$ cat src/core/dpsem_map.svh
// timing counts and field positions for the semaphore port controller
`ifndef DPSEM_MAP_SVH
`define DPSEM_MAP_SVH
`define DPSEM_NUM_FLAGS 8
`define DPSEM_IDX_W 3
`define DPSEM_DATA_W 36
`define DPSEM_LANES 4
`define DPSEM_FLAG_BIT 0
`define DPSEM_CLK_NS 4
`define DPSEM_ACC_NS 20
`define DPSEM_ACC_CYC ((`DPSEM_ACC_NS + `DPSEM_CLK_NS - 1) / `DPSEM_CLK_NS)
`define DPSEM_GAP_NS 8
`define DPSEM_GAP_CYC ((`DPSEM_GAP_NS + `DPSEM_CLK_NS - 1) / `DPSEM_CLK_NS)
`endif

$ cat src/core/dpsem_pkg.sv
// types for the semaphore port controller
`include "dpsem_map.svh"
package dpsem_pkg;
    typedef enum logic [1:0] {
        DPSEM_OP_WRITE,
        DPSEM_OP_READ,
        DPSEM_OP_TAKE,
        DPSEM_OP_GIVE
    } dpsem_op_type;

    typedef struct packed {
        dpsem_op_type op;
        logic [`DPSEM_IDX_W-1:0] index;
        logic value;
    } dpsem_req_type;

    typedef struct packed {
        logic semaphore_select_n;
        logic chip_select_low_n;
        logic chip_select_high;
        logic rw_n;
        logic output_enable_n;
        logic [`DPSEM_LANES-1:0] byte_lane_enables_n;
        logic [`DPSEM_IDX_W-1:0] flag_index_bits;
    } dpsem_pins_type;
endpackage

$ cat src/core/dpsem_host.sv
// host controller that drives one semaphore port of the dual-port memory
`timescale 1ns/1ps
`include "dpsem_map.svh"
module dpsem_host
    import dpsem_pkg::*;
#(
    parameter int DATA_W = `DPSEM_DATA_W,
    parameter int ACC_CYC = `DPSEM_ACC_CYC,
    parameter int GAP_CYC = `DPSEM_GAP_CYC,
    parameter int RETRIES = 4
) (
    input wire logic i_clk,
    input wire logic i_rst,
    input wire logic i_req_valid,
    input wire dpsem_req_type i_req,
    output logic o_req_ready,
    output logic o_done,
    output logic o_flag,
    output logic o_owned,
    output logic o_init_busy,
    output dpsem_pins_type o_pins,
    output logic [DATA_W-1:0] o_data_out,
    output logic o_data_oe,
    input wire logic [DATA_W-1:0] i_data_in
);
    typedef enum logic [2:0] {
        DPSEM_INIT,
        DPSEM_IDLE,
        DPSEM_WR,
        DPSEM_RD,
        DPSEM_GAP,
        DPSEM_FIN
    } dpsem_state_type;

    localparam int TW = 8;

    dpsem_state_type state_q, state_d;
    dpsem_req_type cur_q;
    logic [`DPSEM_IDX_W-1:0] init_idx_q;
    logic then_read_q, wd_q;
    logic [7:0] tries_q;
    logic flag_q, owned_q, done_q;
    logic [DATA_W-1:0] s1_q, s2_q, s3_q;
    logic timer_load, timer_done;
    logic [TW-1:0] timer_count;

    // all-ones or all-zeros from the far end; the single stable bit DPSEM_FLAG_BIT is taken
    function automatic logic dpsem_flag_of(input logic [DATA_W-1:0] v);
        return v[`DPSEM_FLAG_BIT];
    endfunction

    // data pins cross from outside: three stages, change taken when two and three agree
    always_ff @(posedge i_clk or posedge i_rst) begin
        if (i_rst) begin
            s1_q <= '0;
            s2_q <= '0;
            s3_q <= '0;
        end else begin
            s1_q <= i_data_in;
            s2_q <= s1_q;
            s3_q <= s2_q;
        end
    end

    wire in_agree = (s2_q == s3_q);
    wire rd_flag = dpsem_flag_of(s3_q);

    wire accepting = (state_q == DPSEM_IDLE);
    assign o_req_ready = accepting;
    wire take_req = accepting && i_req_valid;
    wire is_take = (cur_q.op == DPSEM_OP_TAKE);

    // phase timer: access time plus three cycles per strobe phase, gap between phases
    wire enter_phase = take_req || (state_q == DPSEM_GAP && timer_done)
        || (state_q == DPSEM_INIT && timer_done && state_d == DPSEM_WR);
    wire wr_end = (state_q == DPSEM_WR) && timer_done;
    wire rd_end = (state_q == DPSEM_RD) && timer_done && in_agree;
    assign timer_load = enter_phase || wr_end || rd_end
        || (state_q == DPSEM_INIT && timer_done);
    assign timer_count = (wr_end || rd_end) ? TW'(GAP_CYC) : TW'(ACC_CYC + 3);

    dpsem_timer #(
        .WIDTH(TW)
    ) u_timer (
        .i_clk(i_clk),
        .i_rst(i_rst),
        .i_load(timer_load),
        .i_count(timer_count),
        .o_done(timer_done)
    );

    // sequencing; init walks every flag writing one
    always_comb begin
        state_d = state_q;
        case (state_q)
            DPSEM_INIT: begin
                if (timer_done) begin
                    state_d = DPSEM_WR;
                end
            end
            DPSEM_IDLE: begin
                if (i_req_valid) begin
                    state_d = (i_req.op == DPSEM_OP_READ) ? DPSEM_RD : DPSEM_WR;
                end
            end
            DPSEM_WR: begin
                if (timer_done) begin
                    state_d = DPSEM_GAP;
                end
            end
            DPSEM_RD: begin
                if (rd_end) begin
                    state_d = DPSEM_GAP;
                end
            end
            DPSEM_GAP: begin
                if (timer_done) begin
                    state_d = then_read_q ? DPSEM_RD : (wd_q ? DPSEM_WR : DPSEM_FIN);
                end
            end
            DPSEM_FIN: begin
                state_d = (o_init_busy && init_idx_q != '1) ? DPSEM_WR : DPSEM_IDLE;
            end
            default: begin
                state_d = DPSEM_IDLE;
            end
        endcase
    end

    logic init_q;
    assign o_init_busy = init_q;

    always_ff @(posedge i_clk or posedge i_rst) begin
        if (i_rst) begin
            state_q <= DPSEM_INIT;
        end else begin
            state_q <= state_d;
        end
    end

    // request capture and init walk
    always_ff @(posedge i_clk or posedge i_rst) begin
        if (i_rst) begin
            cur_q <= '{op: DPSEM_OP_WRITE, index: '0, value: 1'b1};
            init_idx_q <= '0;
            init_q <= 1'b1;
        end else if (take_req) begin
            cur_q <= i_req;
        end else if (state_q == DPSEM_FIN && init_q) begin
            if (init_idx_q == '1) begin
                init_q <= 1'b0;
            end else begin
                init_idx_q <= init_idx_q + 1'b1;
                cur_q.index <= init_idx_q + 1'b1;
            end
        end
    end

    // a lost poll with budget left reads again; the last lost poll arms the withdrawal
    wire more_polls = (tries_q + 8'd1) < 8'(RETRIES);

    // take writes zero then reads back; failure retries reading then withdraws
    always_ff @(posedge i_clk or posedge i_rst) begin
        if (i_rst) begin
            then_read_q <= 1'b0;
            tries_q <= '0;
            wd_q <= 1'b0;
        end else if (take_req) begin
            then_read_q <= (i_req.op == DPSEM_OP_TAKE);
            tries_q <= '0;
            wd_q <= 1'b0;
        end else if (wr_end) begin
            then_read_q <= is_take && (tries_q == '0);
            wd_q <= 1'b0; // one withdrawing write only, else the take would loop
        end else if (rd_end) begin
            tries_q <= tries_q + 1'b1;
            // keep polling while lost, until the retry budget runs out
            then_read_q <= is_take && rd_flag && more_polls;
            wd_q <= is_take && rd_flag && !more_polls;
        end
    end

    // a take that loses every poll ends in a withdrawing write of one; a pending zero
    // left behind would lock the far side out for good
    wire withdraw = wd_q;

    // results: a zero read means this side holds the token
    always_ff @(posedge i_clk or posedge i_rst) begin
        if (i_rst) begin
            flag_q <= 1'b1;
            owned_q <= 1'b0;
            done_q <= 1'b0;
        end else begin
            done_q <= (state_q == DPSEM_FIN) && !init_q;
            if (rd_end) begin
                flag_q <= rd_flag;
                owned_q <= !rd_flag;
            end
        end
    end

    assign o_done = done_q;
    assign o_flag = flag_q;
    assign o_owned = owned_q;

    // written value: zero for take, one for give, init and withdraw
    wire wr_val = init_q ? 1'b1
        : (cur_q.op == DPSEM_OP_TAKE) ? (withdraw ? 1'b1 : 1'b0)
        : (cur_q.op == DPSEM_OP_GIVE) ? 1'b1 : cur_q.value;
    wire drv_wr = (state_q == DPSEM_WR);
    wire drv_rd = (state_q == DPSEM_RD);

    // pins registered; only the low address bits and data bit zero matter
    always_ff @(posedge i_clk or posedge i_rst) begin
        if (i_rst) begin
            o_pins <= '{semaphore_select_n: 1'b1, chip_select_low_n: 1'b1,
                chip_select_high: 1'b0, rw_n: 1'b1, output_enable_n: 1'b1,
                byte_lane_enables_n: '1, flag_index_bits: '0};
            o_data_out <= '0;
            o_data_oe <= 1'b0;
        end else begin
            o_pins.semaphore_select_n <= !(drv_wr || drv_rd);
            o_pins.chip_select_low_n <= 1'b1; // memory array stays deselected
            o_pins.chip_select_high <= 1'b0;
            o_pins.rw_n <= !drv_wr;
            o_pins.output_enable_n <= !drv_rd;
            o_pins.byte_lane_enables_n <= (drv_wr || drv_rd) ? '0 : '1;
            o_pins.flag_index_bits <= cur_q.index;
            o_data_out <= {{(DATA_W-1){1'b0}}, wr_val};
            o_data_oe <= drv_wr;
        end
    end
endmodule

$ cat src/core/dpsem_timer.sv
// cycle counter that paces each pin phase
`timescale 1ns/1ps
module dpsem_timer
    import dpsem_pkg::*;
#(
    parameter int WIDTH = 4
) (
    input wire logic i_clk,
    input wire logic i_rst,
    input wire logic i_load,
    input wire logic [WIDTH-1:0] i_count,
    output logic o_done
);
    logic [WIDTH-1:0] cnt_q;

    // counts down to zero; done while idle at zero
    always_ff @(posedge i_clk or posedge i_rst) begin
        if (i_rst) begin
            cnt_q <= '0;
        end else if (i_load) begin
            cnt_q <= i_count;
        end else if (cnt_q != '0) begin
            cnt_q <= cnt_q - 1'b1;
        end
    end

    // done ignores the load: the load is decoded from done, so gating it would close a loop
    assign o_done = (cnt_q == '0);
endmodule
$ cat config.mk
export PLATFORM = sky130hd
export DESIGN_NAME = dpsem_host
export DESIGN_NICKNAME = d
export VERILOG_FILES = /design/src/core/dpsem_pkg.sv /design/src/core/dpsem_host.sv /design/src/core/dpsem_timer.sv
export VERILOG_INCLUDE_DIRS = /design/src /design/src/core
export SDC_FILE = /design/constraint.sdc
export NUM_CORES = 1
export LEC_CHECK = 0
export ABC_AREA = 1
export ABC_CLOCK_PERIOD_IN_PS = 5150
export BUFFER_PORTS_ARGS = -buffer_cell sky130_fd_sc_hd__buf_2
export CORE_ASPECT_RATIO = 0.9
export CORE_UTILIZATION = 40
export DETAILED_ROUTE_END_ITERATION = 8
export SETUP_SLACK_MARGIN = 0.1
export SLEW_MARGIN = 0
export SYNTH_ARGS = -nofsm -noshare
export SYNTH_HDL_FRONTEND = slang
export SYNTH_SLANG_ARGS = --single-unit
$ cat constraint.sdc
create_clock -name i_clk -period 5.15 [get_ports i_clk]
set_input_delay 0.2575 -clock i_clk [delete_from_list [all_inputs] [get_ports i_clk]]
set_output_delay 0.2575 -clock i_clk [all_outputs]
set_load 0.005 [all_outputs]
# ---- Word-level counts from Yosys, hierarchy flattened
# Index checks and enable logic that the tools add are counted.
dict set report op_classes {
  n_addsub 3
  mul 0
  div 0
  order_cmp 1
  n_eq_ne 15
  shift 0
  mux 30
  bitwise_logic 2
  n_reduce_logical 39
}
# cell count
set op_table {}
lappend op_table {{two-way mux 8 bit} 5}
lappend op_table {{equality test 36 bit} 1}
lappend op_table {{two-way mux 3 bit} 10}
lappend op_table {{one-hot mux 3 bit (6 select lines)} 1}
lappend op_table {{zero test 8 bit} 2}
lappend op_table {{logical AND 1 bit} 14}
lappend op_table {{two-way mux 1 bit} 11}
lappend op_table {{equality test 3 x 2 -> 1 bit, second input constant} 3}
lappend op_table {{equality test 3 bit, second input constant} 3}
lappend op_table {{adder 8 x 1 -> 8 bit, second input constant} 1}
lappend op_table {{less-than comparator 8 x 3 -> 1 bit, second input constant} 1}
lappend op_table {{two-way mux 4 bit} 2}
lappend op_table {{nonzero test 8 bit} 1}
lappend op_table {{subtractor 8 x 1 -> 8 bit, second input constant} 1}
lappend op_table {{logical OR 1 bit} 7}
lappend op_table {{equality test 2 bit, second input constant} 3}
lappend op_table {{zero test 1 bit} 6}
lappend op_table {{AND reduction 3 bit} 2}
lappend op_table {{nonzero test 2 bit} 3}
lappend op_table {{!= test 2 bit, second input constant} 2}
lappend op_table {{AND reduction 2 bit} 2}
lappend op_table {{adder 3 x 1 -> 3 bit, second input constant} 1}
lappend op_table {{equality test 3 x 1 -> 1 bit, second input constant} 1}
lappend op_table {{zero test 3 bit} 1}
lappend op_table {{5 further kinds} 6}
dict set report totals {
  reg_bits 154
  latchBits 0
  mem_bits_rw 0
  rom_bits 0
  input_bits 45
  word_cells 113
  memories 0
}

# ---- Logic depth before layout (Yosys ltp)
# Gate-level depths: netlist of the first run.
dict set report logic_depth {
  word_depth 12
  ltp_mapped 14
}

# ---- Modules after synthesis
# From an unflattened synthesis of the first run, not the netlist that was laid out.
dict set report hier_totals {
  hier_cells 613
  hier_area_um2 6067.1
}
# module instances cells_per_inst area_per_inst_um2
set modules_own_cells {}
lappend modules_own_cells {dpsem_host 1 542 5536.6}
lappend modules_own_cells {dpsem_timer 1 71 530.5}

# ---- Least setup slack after synthesis of the first run
# OpenSTA, ideal clock, no wires.
dict set report synth_timing {
  kind {reg-to-reg}
  start {register u_timer.cnt_q[0]}
  end {register owned_q, in the netlist o_owned}
  setup_ns 0.115
  arrival_ns 1.595
  required_time_ns 5.035
  slack_ns 3.440
  path_stages_with_launch 13
  period_less_slack_ns 1.710
  path_cell_list {dfrtp_1 -> inv_1 -> ha_1 -> nor3b_2 -> nand2_4 -> nor2_1 -> nand2_1 -> nor2_2 -> nand3_2 -> clkinv_2 -> nand2_1 -> o21ai_2 -> inv_2}
}
dict set report synth_via {
  elab_chain_len 3
}
# item line_no
set synth_lines {}
lappend synth_lines {{start: declaration} dpsem_timer.sv:14} ;# logic [WIDTH-1:0] cnt_q;
lappend synth_lines {{start signal: assignment} dpsem_timer.sv:21} ;# cnt_q <= i_count;
lappend synth_lines {{start signal: assignment} dpsem_timer.sv:23} ;# cnt_q <= cnt_q - 1'b1;
lappend synth_lines {{zero test 8 bit} dpsem_timer.sv:28} ;# assign o_done = (cnt_q == '0);
lappend synth_lines {{logical AND 1 bit (2 in series)} dpsem_host.sv:77} ;# wire rd_end = (state_q == DPSEM_RD) && timer_done && in_agree;
lappend synth_lines {{end signal: assignment} dpsem_host.sv:197} ;# owned_q <= !rd_flag;
lappend synth_lines {{end: declaration} dpsem_host.sv:42} ;# logic flag_q, owned_q, done_q;
# Every way passes these cells.
# A chain may end at the register's enable or synchronous reset.

# ---- Worst setup path in the final report of the first run
# Ends and elaborated chain as after synthesis.

==> results of run 1 <==
## where the power goes
group / switching (W) / internal [W] / leakage [nW]
clock network: 0.000445 / 0.000774 / 0.292
logic: 0.000279 / 0.000199 / 1.53
registers: 0.0000809 / 0.00133 / 1.79
## per-stage QoR
step | instances | instance area (sq um)
6_report | 869 | 7214
5_1_grt | 869 | 7214
4_1_cts | 869 | 7214
3_5_place_dp | 801 | 6257
3_3_place_gp | 801 | 6257
2_1_floorplan | 591 | 6042
## timing repair
| action | 4_1_cts | 5_1_grt |
|---|---|---|
| hold endpoints to repair | 36 | 0 |
| gates resized for setup | 0 | 0 |
| hold buffers | 36 | 0 |
## kinds of logic (layout without fill, tap and decap cells)
| family | count (synthesis) | after routing | synth area share |
|---|---|---|---|
| buffers and inverters | 108 | 193 | 0.09843 |
| other | 2 | 37 | 0.001271 |
| flip-flops | 150 | 150 | 0.6363 |
| AO/OA/AOI/OAI | 26 | 26 | 0.02858 |
| adder cells (fa/ha/maj) | 6 | 6 | 0.01270 |
| XOR/XNOR | 35 | 35 | 0.05186 |
| AND/OR/NAND/NOR | 229 | 229 | 0.1708 |
## registers in the layout (all words and copies together), names as in the netlist
register / count
s1_q: 36
s2_q: 36
s3_q: 36
tries_q: 8
u_timer.cnt_q: 8
cur_q: 6
o_pins: 6
init_idx_q: 3
state_q: 3
o_data_oe: 1
o_data_out: 1
o_done: 1
o_flag: 1
o_init_busy: 1
o_owned: 1
then_read_q: 1
wd_q: 1
## Yosys cell counts (all sizes together) (3+ instances only)
| cell | number |
|---|---|
| inv | 62 |
| a21oi | 3 |
| nand3 | 17 |
| xor2 | 21 |
| o31ai | 3 |
| dfrtp | 144 |
| nor2 | 62 |
| nor3b | 3 |
| o21ai | 15 |
| nand4 | 5 |
| nand2 | 135 |
| ha | 6 |
| dfstp | 6 |
| xnor2 | 14 |
| buf | 45 |
| or2 | 3 |
## worst paths after layout
path / startpoint / depth (start not counted) / endpoint / slack [ns]
worst min register to register: s1_q[8]$_DFF_PP0_ / 0 / s2_q[8]$_DFF_PP0_ / 0.34
worst max register to register: u_timer.cnt_q[0]$_DFFE_PP0P_ / 12 / o_owned$_DFFE_PP0P_ / 2.88
max in group asynchronous: i_rst / 3 / s3_q[13]$_DFF_PP0_ / 3.95
min in group i_clk: i_req[0] / 3 / cur_q[0]$_DFFE_PP1P_ / 0.05
worst min-delay path: i_rst / 2 / s1_q[6]$_DFF_PP0_ / 0.03
worst max-delay path: u_timer.cnt_q[0]$_DFFE_PP0P_ / 12 / o_owned$_DFFE_PP0P_ / 2.88
## per-layer routing
layer / share of wire / GRT usage
met1: 0.46 / 0.1795
met2: 0.48 / 0.2350
met3: 0.038 / 0.03923
met4: 0.019 / 0.06977
met5: 0 / 0
## cell type report
class | count | area, sq um
Fill cell | 1249 | 6995
Sequential cell | 150 | 3761
Multi-Input combinational cell | 333 | 1699
Timing Repair Buffer | 98 | 673.1
Clock buffer | 24 | 501.7
Inverter | 63 | 242.7
Tap cell | 193 | 241.5
Clock inverter | 8 | 95.09
## worst register-to-register path: stages (launching register included)
cell      delay [ns]
dfrtp_1         0.37
inv_1           0.18
ha_1            0.18
nor3b_2         0.22
nand2_4         0.14
nor2_1          0.12
nand2_1         0.07
nor2_2          0.10
nand3_2         0.32
clkinv_2        0.25
nand2_1         0.10
o21ai_2         0.07
inv_2           0.03
==> metrics.csv, run 1 <==
metric,value,unit
Post-synth EDFFs,0,
minimum clock period,2.270,ns
Syn Inst Count,556,
share of layout cells above drive strength 1,0.1923,
CTS Buffer Depth,2,
P per Cell Area,430.5,mW/mm^2
initial core utilization,0.4160,
CTS Sinks,150,
post-route ant nets,0,
Critical Path Source Type,flop,
Pins Over Slew Limit,0,
layout overhead on the synthesized area,22.06,%
setup_tns,0,ns
outcome,"finished, final reports clean",
CTS tree,yes,
DP HPWL,6465,um
PortBufs,61,
Top Ports,99,
Placement Rows,41,
layout net count,714,
largest net degree at the start of global routing,102,
LEAKAGE,3.607,nW
Crit path max-delay family,simple AND/OR/NAND/NOR gates,
DRC,0,
worst rel slew slack,0.4156,
total track usage,0.1456,
Routed wire per std cell,11.18,um
Synthesis Warnings,0,
Worst Hold Class,in2async,
"top cells by area, synth","dfrtp_1, nand2_1, buf_4, inv_1, nor2_1",
Critical Path RT,5.46,ns
Hold WS,0.03342,ns
Crit. End Element,flop,
maximum VDD drop,0.2499,mV
CP bufs+invs,3,
core area,0.01421,sq mm
fin crit share,0.4407,
dominant cell type by area after synthesis,dfrtp_1,
maxcap violations,0,
Final Hold Viols,0,
Initial DRC Count,137,
synth unique cells,40,
total power draw,0.003106,W
RSZ-0062 raised after global routing,false,
DR vias/cell,4.244,
Placer Congestion,0.8182,
buffer count from post-CTS setup fixing,0,
CTS Root Cell,clkbuf_16,
"commonest non-fill, non-tap cell in the layout",dfrtp_1,
antenna violations before repair,0,
setup ws final,2.880,ns
worst slew pin tran,0.8766,ns
end-of-flow core utilization,0.5077,
pre-CTS setup slack,2.886,ns
endpoints failing setup,0,
kind of critical path,reg2reg,
crit path cell chain,inv_1 -> ha_1 -> nor3b_2 -> nand2_4 -> nor2_1 -> nand2_1 -> nor2_2 -> nand3_2 -> clkinv_2 -> nand2_1 -> o21ai_2 -> inv_2,
CP dominant cell by count,nand2_1,
clock skew,0.007383,ns
Initial DRT Pass Iterations,4,
CP max stage delay,0.37,ns
most frequent cells in the layout,"dfrtp_1, nand2_1, buf_2, inv_1, nor2_1",
crit-path max FO,14,
Main synth FF type,dfrtp_1,
fraction of registers with async set/reset,1.000,
Synth Register Bits,150,
GRT Residual Overflow,0,
first-pass GRT wire length,17020,um
"slowest stage cell, crit path",dfrtp_1,
die width,130.1,um
WL final,9713,um
H-Tree Depth,4,
worst skew pair latency,0.42,ns
die area,0.01527,sq mm
area share of the leading cell type in the synthesized netlist,0.6097,
Die H,117.3,um
syn avg cell area,10.63,sq um
number of global-route vias before repair,3767,
CTS clock-pin slew for the worst setup and hold paths,0.06,ns
"Seq/Total Area, Yosys",0.6363,
mapped cell area,0.005911,sq mm
Antenna diodes,0,
"Arr. time, crit path",2.58,ns
total CTS buffers,17,
via count,3688,
max frequency,0.4406,GHz
(Power assumes the default switching activity.)
==> run 2, diff against run 1 <==
Settings changed: ABC_AREA 1 to 0, ABC_CLOCK_PERIOD_IN_PS 5150 to 1800.
Clock period 5.15 ns to 1.8 ns, I/O delays scaled along.
==> run 2 against run 1 <==
- the flow now finishes with violations (setup timing)
- clock-buffer cell count decreased by 7
- worst hold slack improved by 0.19 ns
- cell area increased by 4.6%
- largest cell class unchanged
- critical path depth decreased by 6
- largest power group unchanged
- first-iteration DRC count increased by 13%
- register-to-register slack got worse by 3.8 ns
==> metrics.csv, run 2 <==
metric,value,unit
layout overhead on the synthesized area,34.33,%
dominant cell type by area after synthesis,dfrtp_1,
Critical Path RT,2.10,ns
Worst Hold Class,in2reg,
synth unique cells,53,
Synth Area in Adders,0.01336,
number of global-route vias before repair,3657,
mapped cell area,0.005620,sq mm
Pins Over Slew Limit,0,
Main synth FF type,dfrtp_1,
placed cell count,692,
DR vias/cell,4.581,
syn avg cell area,13.04,sq um
failing checks,setup timing,
worst skew pair latency,0.42,ns
end-of-flow core utilization,0.5587,
fin crit share,1.531,
H-Tree Depth,4,
clock skew,0.007596,ns
Crit. End Element,flop,
post-route ant nets,0,
outcome,"finished, violations left",
"top cells by area, synth","dfrtp_1, xor2_1, buf_4, dfstp_2, nand2_1",
worst rel slew slack,0.6094,
Synth top cells by count,"dfrtp_1, buf_4, xor2_1",
placed instance area,0.006347,sq mm
CTS clock-pin slew for the worst setup and hold paths,0.07,ns
maxcap violations,0,
most common cell in the netlist,dfrtp_1,
layout net count,646,
via count,3555,
total CTS buffers,17,
xor/xnor share of the synthesized area,0.06857,
Routed wire per std cell,13.49,um
Antenna diodes,0,
Die H,114.5,um
DRC,0,
Largest regs,"s1_q (36), s2_q (36), s3_q (36)",
"Design Area, Final",0.007550,sq mm
fraction of registers with async set/reset,1.000,
die width,127.0,um
Post-synth EDFFs,0,
P per Cell Area,1483,mW/mm^2
CTS Root Cell,clkbuf_16,
main combinational cell family by area after synthesis,simple AND/OR/NAND/NOR gates,
Synth Register Bits,150,
maximum VDD drop,1.101,mV
antenna violations before repair,0,
CTS tree,yes,
Top Ports,99,
post-synthesis mux area share,0.007792,
"Seq/Total Area, Yosys",0.6692,
DP HPWL,6658,um
total power draw,0.01120,W
Critical Path Source Type,flop,
Synthesis Warnings,0,
core area,0.01351,sq mm
Placer Congestion,0.7559,
PortBufs,61,
crit-path max FO,6,
Final Hold Viols,0,
Compound-Gate Fraction of Synth Area,0.05833,
RSZ-0062 raised after global routing,true,
Initial DRC Count,155,
minimum clock period,2.757,ns
worst slew pin tran,0.5846,ns
WL final,10470,um
"commonest non-fill, non-tap cell in the layout",dfrtp_1,
Final Non-Filler Cells,776,
Syn Inst Count,431,
die area,0.01453,sq mm
Placement Rows,40,
LEAKAGE,3.596,nW
Initial DRT Pass Iterations,4,
share of layout cells above drive strength 1,0.3059,
largest net degree at the start of global routing,43,
max frequency,0.3628,GHz
CTS Buffer Depth,2,
kind of critical path,reg2reg,
endpoints failing setup,23,
"Arr. time, crit path",3.06,ns
GRT Residual Overflow,0,
Hold WS,0.2185,ns
area share of the leading cell type in the synthesized netlist,0.6411,
CTS Sinks,150,
Simple-Gate Fraction of Synth Area,0.1098,
most frequent cells in the layout,"dfrtp_1, buf_2, buf_4, dlygate4sd3_1",
first-pass GRT wire length,17370,um
total track usage,0.1563,
setup ws final,-0.9567,ns
initial core utilization,0.4159,
-- run 2: worst max-delay path, cell delays in order (launching register included) --
cell,delay [ns]
dfrtp_1,0.38
or4_4,0.54
or3_4,0.35
or4_4,0.41
or4_4,0.54
buf_8,0.16
a311o_1,0.26
-- run 2: path summary, 6_finish.rpt --
kind	start	to	slack (ns)	cells after the start
worst max-delay path	u_timer.cnt_q[3]$_DFFE_PP0P_	state_q[0]$_DFF_PP0_	-0.96	6
worst min-delay path	i_req_valid	u_timer.cnt_q[1]$_DFFE_PP0P_	0.22	6
worst max register to register	u_timer.cnt_q[3]$_DFFE_PP0P_	state_q[0]$_DFF_PP0_	-0.96	6
worst min register to register	s1_q[8]$_DFF_PP0_	s2_q[8]$_DFF_PP0_	0.35	0
max in group asynchronous	i_rst	o_pins[7]$_DFF_PP1_	0.86	4
min in group asynchronous	i_rst	state_q[2]$_DFF_PP0_	0.29	3
-- run 2: metrics by stage --
stage,setup WS [ns],TNS [ns]
finish,-0.9567,-19.25
detailed placement,-0.9990,-18.79
global route,-0.9935,-20.43
CTS,-0.9137,-17.50
floorplan,-1.017,-45.62
global placement,-0.9507,-17.95
-- run 2: logic make-up (layout without fill, tap and decap cells) --
group	count (synthesis)	count (layout)
DFF	150	150
and+or+nand+nor	116	116
buffers and inverters	62	204
AOI/OAI and AO/OA	47	47
xor gates and xnor gates	44	44
adders and majority gates	6	6
muxes	4	4
other	2	37
-- run 2: report_power, final --
part           total, W  internal, W  switching, W
clock           0.00332      0.00182       0.00150
sequential      0.00394      0.00378      0.000158
combinational   0.00394      0.00204       0.00189
-- run 2: layout make-up --
class,instances,area [sq um]
tap,168,210.2
fill,1131,5963
clock inverter,15,133.9
timing repair buffer,163,1259
inverter,9,37.54
multi-input combinational,254,1723
clock buffer,17,425.4
sequential,150,3761
-- run 2: per-layer routing --
metal	vias up	track usage	routed length, um	share of wire
met5	-	0	0	0
met4	0	0.04762	99	0.0095
met3	11	0.04486	547	0.052
met2	101	0.2634	5168	0.49
met1	1726	0.1962	4653	0.44
li1	1717	-	-	-
-- run 2: timing repair --
| action | in CTS | in global routing |
|---|---|---|
| hold buffers | 43 | 0 |
| hold endpoints to repair | 57 | 0 |
| pin swaps | 10 | 3 |
| resized for setup | 15 | 19 |
| setup buffers | 4 | 5 |
| setup endpoints to repair | 28 | 28 |
| gates cloned | 1 | 0 |
==> run 3, diff against run 2 <==
Settings changed: CAP_MARGIN set to 15, CORE_ASPECT_RATIO 0.9 to not set.
==> run 3 against run 2 <==
- the run still ends with setup timing left
- non-clock buffer count fell by 7
- critical path depth did not move
- sequential power barely moved
- combinational power fell by 4%
- clock-buffer cell count rose by 3
- via count fell by 0.48%
==> metrics.csv, run 3 (same netlist as run 2, synthesis figures left out) <==
metric,value,unit
largest net degree at the start of global routing,85,
Critical Path Source Type,flop,
total power draw,0.01112,W
worst skew pair latency,0.42,ns
max frequency,0.3649,GHz
total CTS buffers,17,
post-route ant nets,0,
first-pass GRT wire length,16810,um
RR Endpoint,state_q[0]$_DFF_PP0_,
Largest regs,"s1_q (36), s2_q (36), s3_q (36)",
CP max stage delay,0.55,ns
LEAKAGE,3.567,nW
WL final,9995,um
layout overhead on the synthesized area,33.35,%
fin crit share,1.523,
Top Ports,99,
Critical Path RT,2.10,ns
r2r setup slk,-0.94,ns
Final Hold Viols,0,
antenna violations before repair,0,
Reg2Reg Depth,6,
Antenna diodes,0,
endpoints failing setup,23,
outcome,"finished, violations left",
CP dominant cell by count,or4_4,
PortBufs,61,
"Arr. time, crit path",3.04,ns
most frequent cells in the layout,"dfrtp_1, buf_2, buf_4, dlygate4sd3_1",
setup ws final,-0.9409,ns
die width,120.5,um
share of layout cells above drive strength 1,0.2928,
crit-path max FO,6,
Hold WS,0.1525,ns
H-Tree Depth,4,
CTS clock-pin slew for the worst setup and hold paths,0.06,ns
total track usage,0.1522,
CTS Sinks,150,
number of global-route vias before repair,3596,
"slowest stage cell, crit path",or4_4,
worst setup path startpoint,u_timer.cnt_q[6]$_DFFE_PP0P_,
GRT Residual Overflow,0,
minimum clock period,2.741,ns
CTS tree,yes,
CTS Root Cell,clkbuf_16,
maximum VDD drop,1.117,mV
Fill cells,1106,
maxcap violations,0,
Initial DRC Count,215,
Die H,120.5,um
Worst Hold Class,in2async,
Multi-input gate area,0.001718,sq mm
Placer Congestion,0.8026,
via count,3538,
kind of critical path,reg2reg,
FF+latch area,0.003761,sq mm
clock skew,0.009779,ns
failing checks,setup timing,
layout net count,639,
Crit. End Element,flop,
core area,0.01345,sq mm
R2R Path Start,u_timer.cnt_q[6]$_DFFE_PP0P_,
DRC,0,
DP HPWL,6513,um
crit path cell chain,or4_4 -> or3_4 -> or4_4 -> or4_4 -> buf_6 -> a311o_1,
Initial DRT Pass Iterations,4,
setup_tns,-18.74,ns
"commonest non-fill, non-tap cell in the layout",dfrtp_1,
DR vias/cell,4.553,
Routed wire per std cell,12.86,um
die area,0.01453,sq mm
P per Cell Area,1484,mW/mm^2
initial core utilization,0.4178,
CTS Buffer Depth,2,
Placement Rows,42,
RSZ-0062 raised after global routing,true,
Pins Over Slew Limit,0,
## run 3: cell types whose count changed in the layout (fill, tap and decap cells not counted), moves of 2 or more
cell / change
buf_4: -5
bufinv_16: +2
clkbuf_1: +2
clkinv_2: +4
clkinvlp_4: -2
inv_6: -4
inv_8: -2
## run 3: cell type report
cell class,instances,share of cell area
clock buffers,20,0.05960
multi-input cells,254,0.2292
well taps,176,0.02938
repair buffers,156,0.1583
inverters,9,0.005008
flip-flops and latches,150,0.5018
clock inverters,12,0.01669
## run 3: metal layers
| metal | share of wire | GRT usage | up-vias |
|---|---|---|---|
| met2 | 0.50 | 0.2453 | 105 |
| met4 | 0.019 | 0.06327 | 0 |
| met5 | 0 | 0 | - |
| met3 | 0.044 | 0.04623 | 17 |
| li1 | - | - | 1698 |
| met1 | 0.44 | 0.1909 | 1718 |
## run 3: critical path: cells and delay by family (launching register included)
kind / cells / cell delay (ns)
compound gates: 1 / 0.25
buf+inv: 1 / 0.16
flops: 1 / 0.38
simple gates: 4 / 1.84
## run 3: how the worst max path moves through the flow
stage | end | cells after the start
floorplan | state_q[0]$_DFF_PP0_ | 7
global placement | state_q[0]$_DFF_PP0_ | 6
detailed placement | u_timer.cnt_q[0]$_DFFE_PP0P_ | 7
CTS | state_q[0]$_DFF_PP0_ | 6
global route | wd_q$_DFFE_PP0P_ | 8
finish | state_q[0]$_DFF_PP0_ | 6
## run 3: per-stage QoR
stage	instance area, sq um	cells	util	setup WS, ns
after floorplan	5782	466	-	-1.017
after global placement	6322	697	0.4700	-0.9151
after detailed placement	6322	697	0.4700	-0.9675
after CTS	7431	775	0.5524	-0.9087
after global routing	7495	777	0.5571	-1.005
final	7495	777	0.5571	-0.9409
## run 3: where the power goes
| part | leakage (nW) | internal [W] | switching [W] |
|---|---|---|---|
| registers | 1.77 | 0.00378 | 0.000159 |
| clock network | 0.288 | 0.00207 | 0.00131 |
| logic | 1.50 | 0.00194 | 0.00186 |
| total | 3.57 | 0.00780 | 0.00332 |
## run 3: repair_timing
item,in CTS,in global routing
setup buffers,2,2
pin swaps,8,5
gates resized for setup,18,12
endpoints found under the setup margin,27,28
hold endpoints to repair,186,0
gates cloned,1,0
hold buffers,43,0
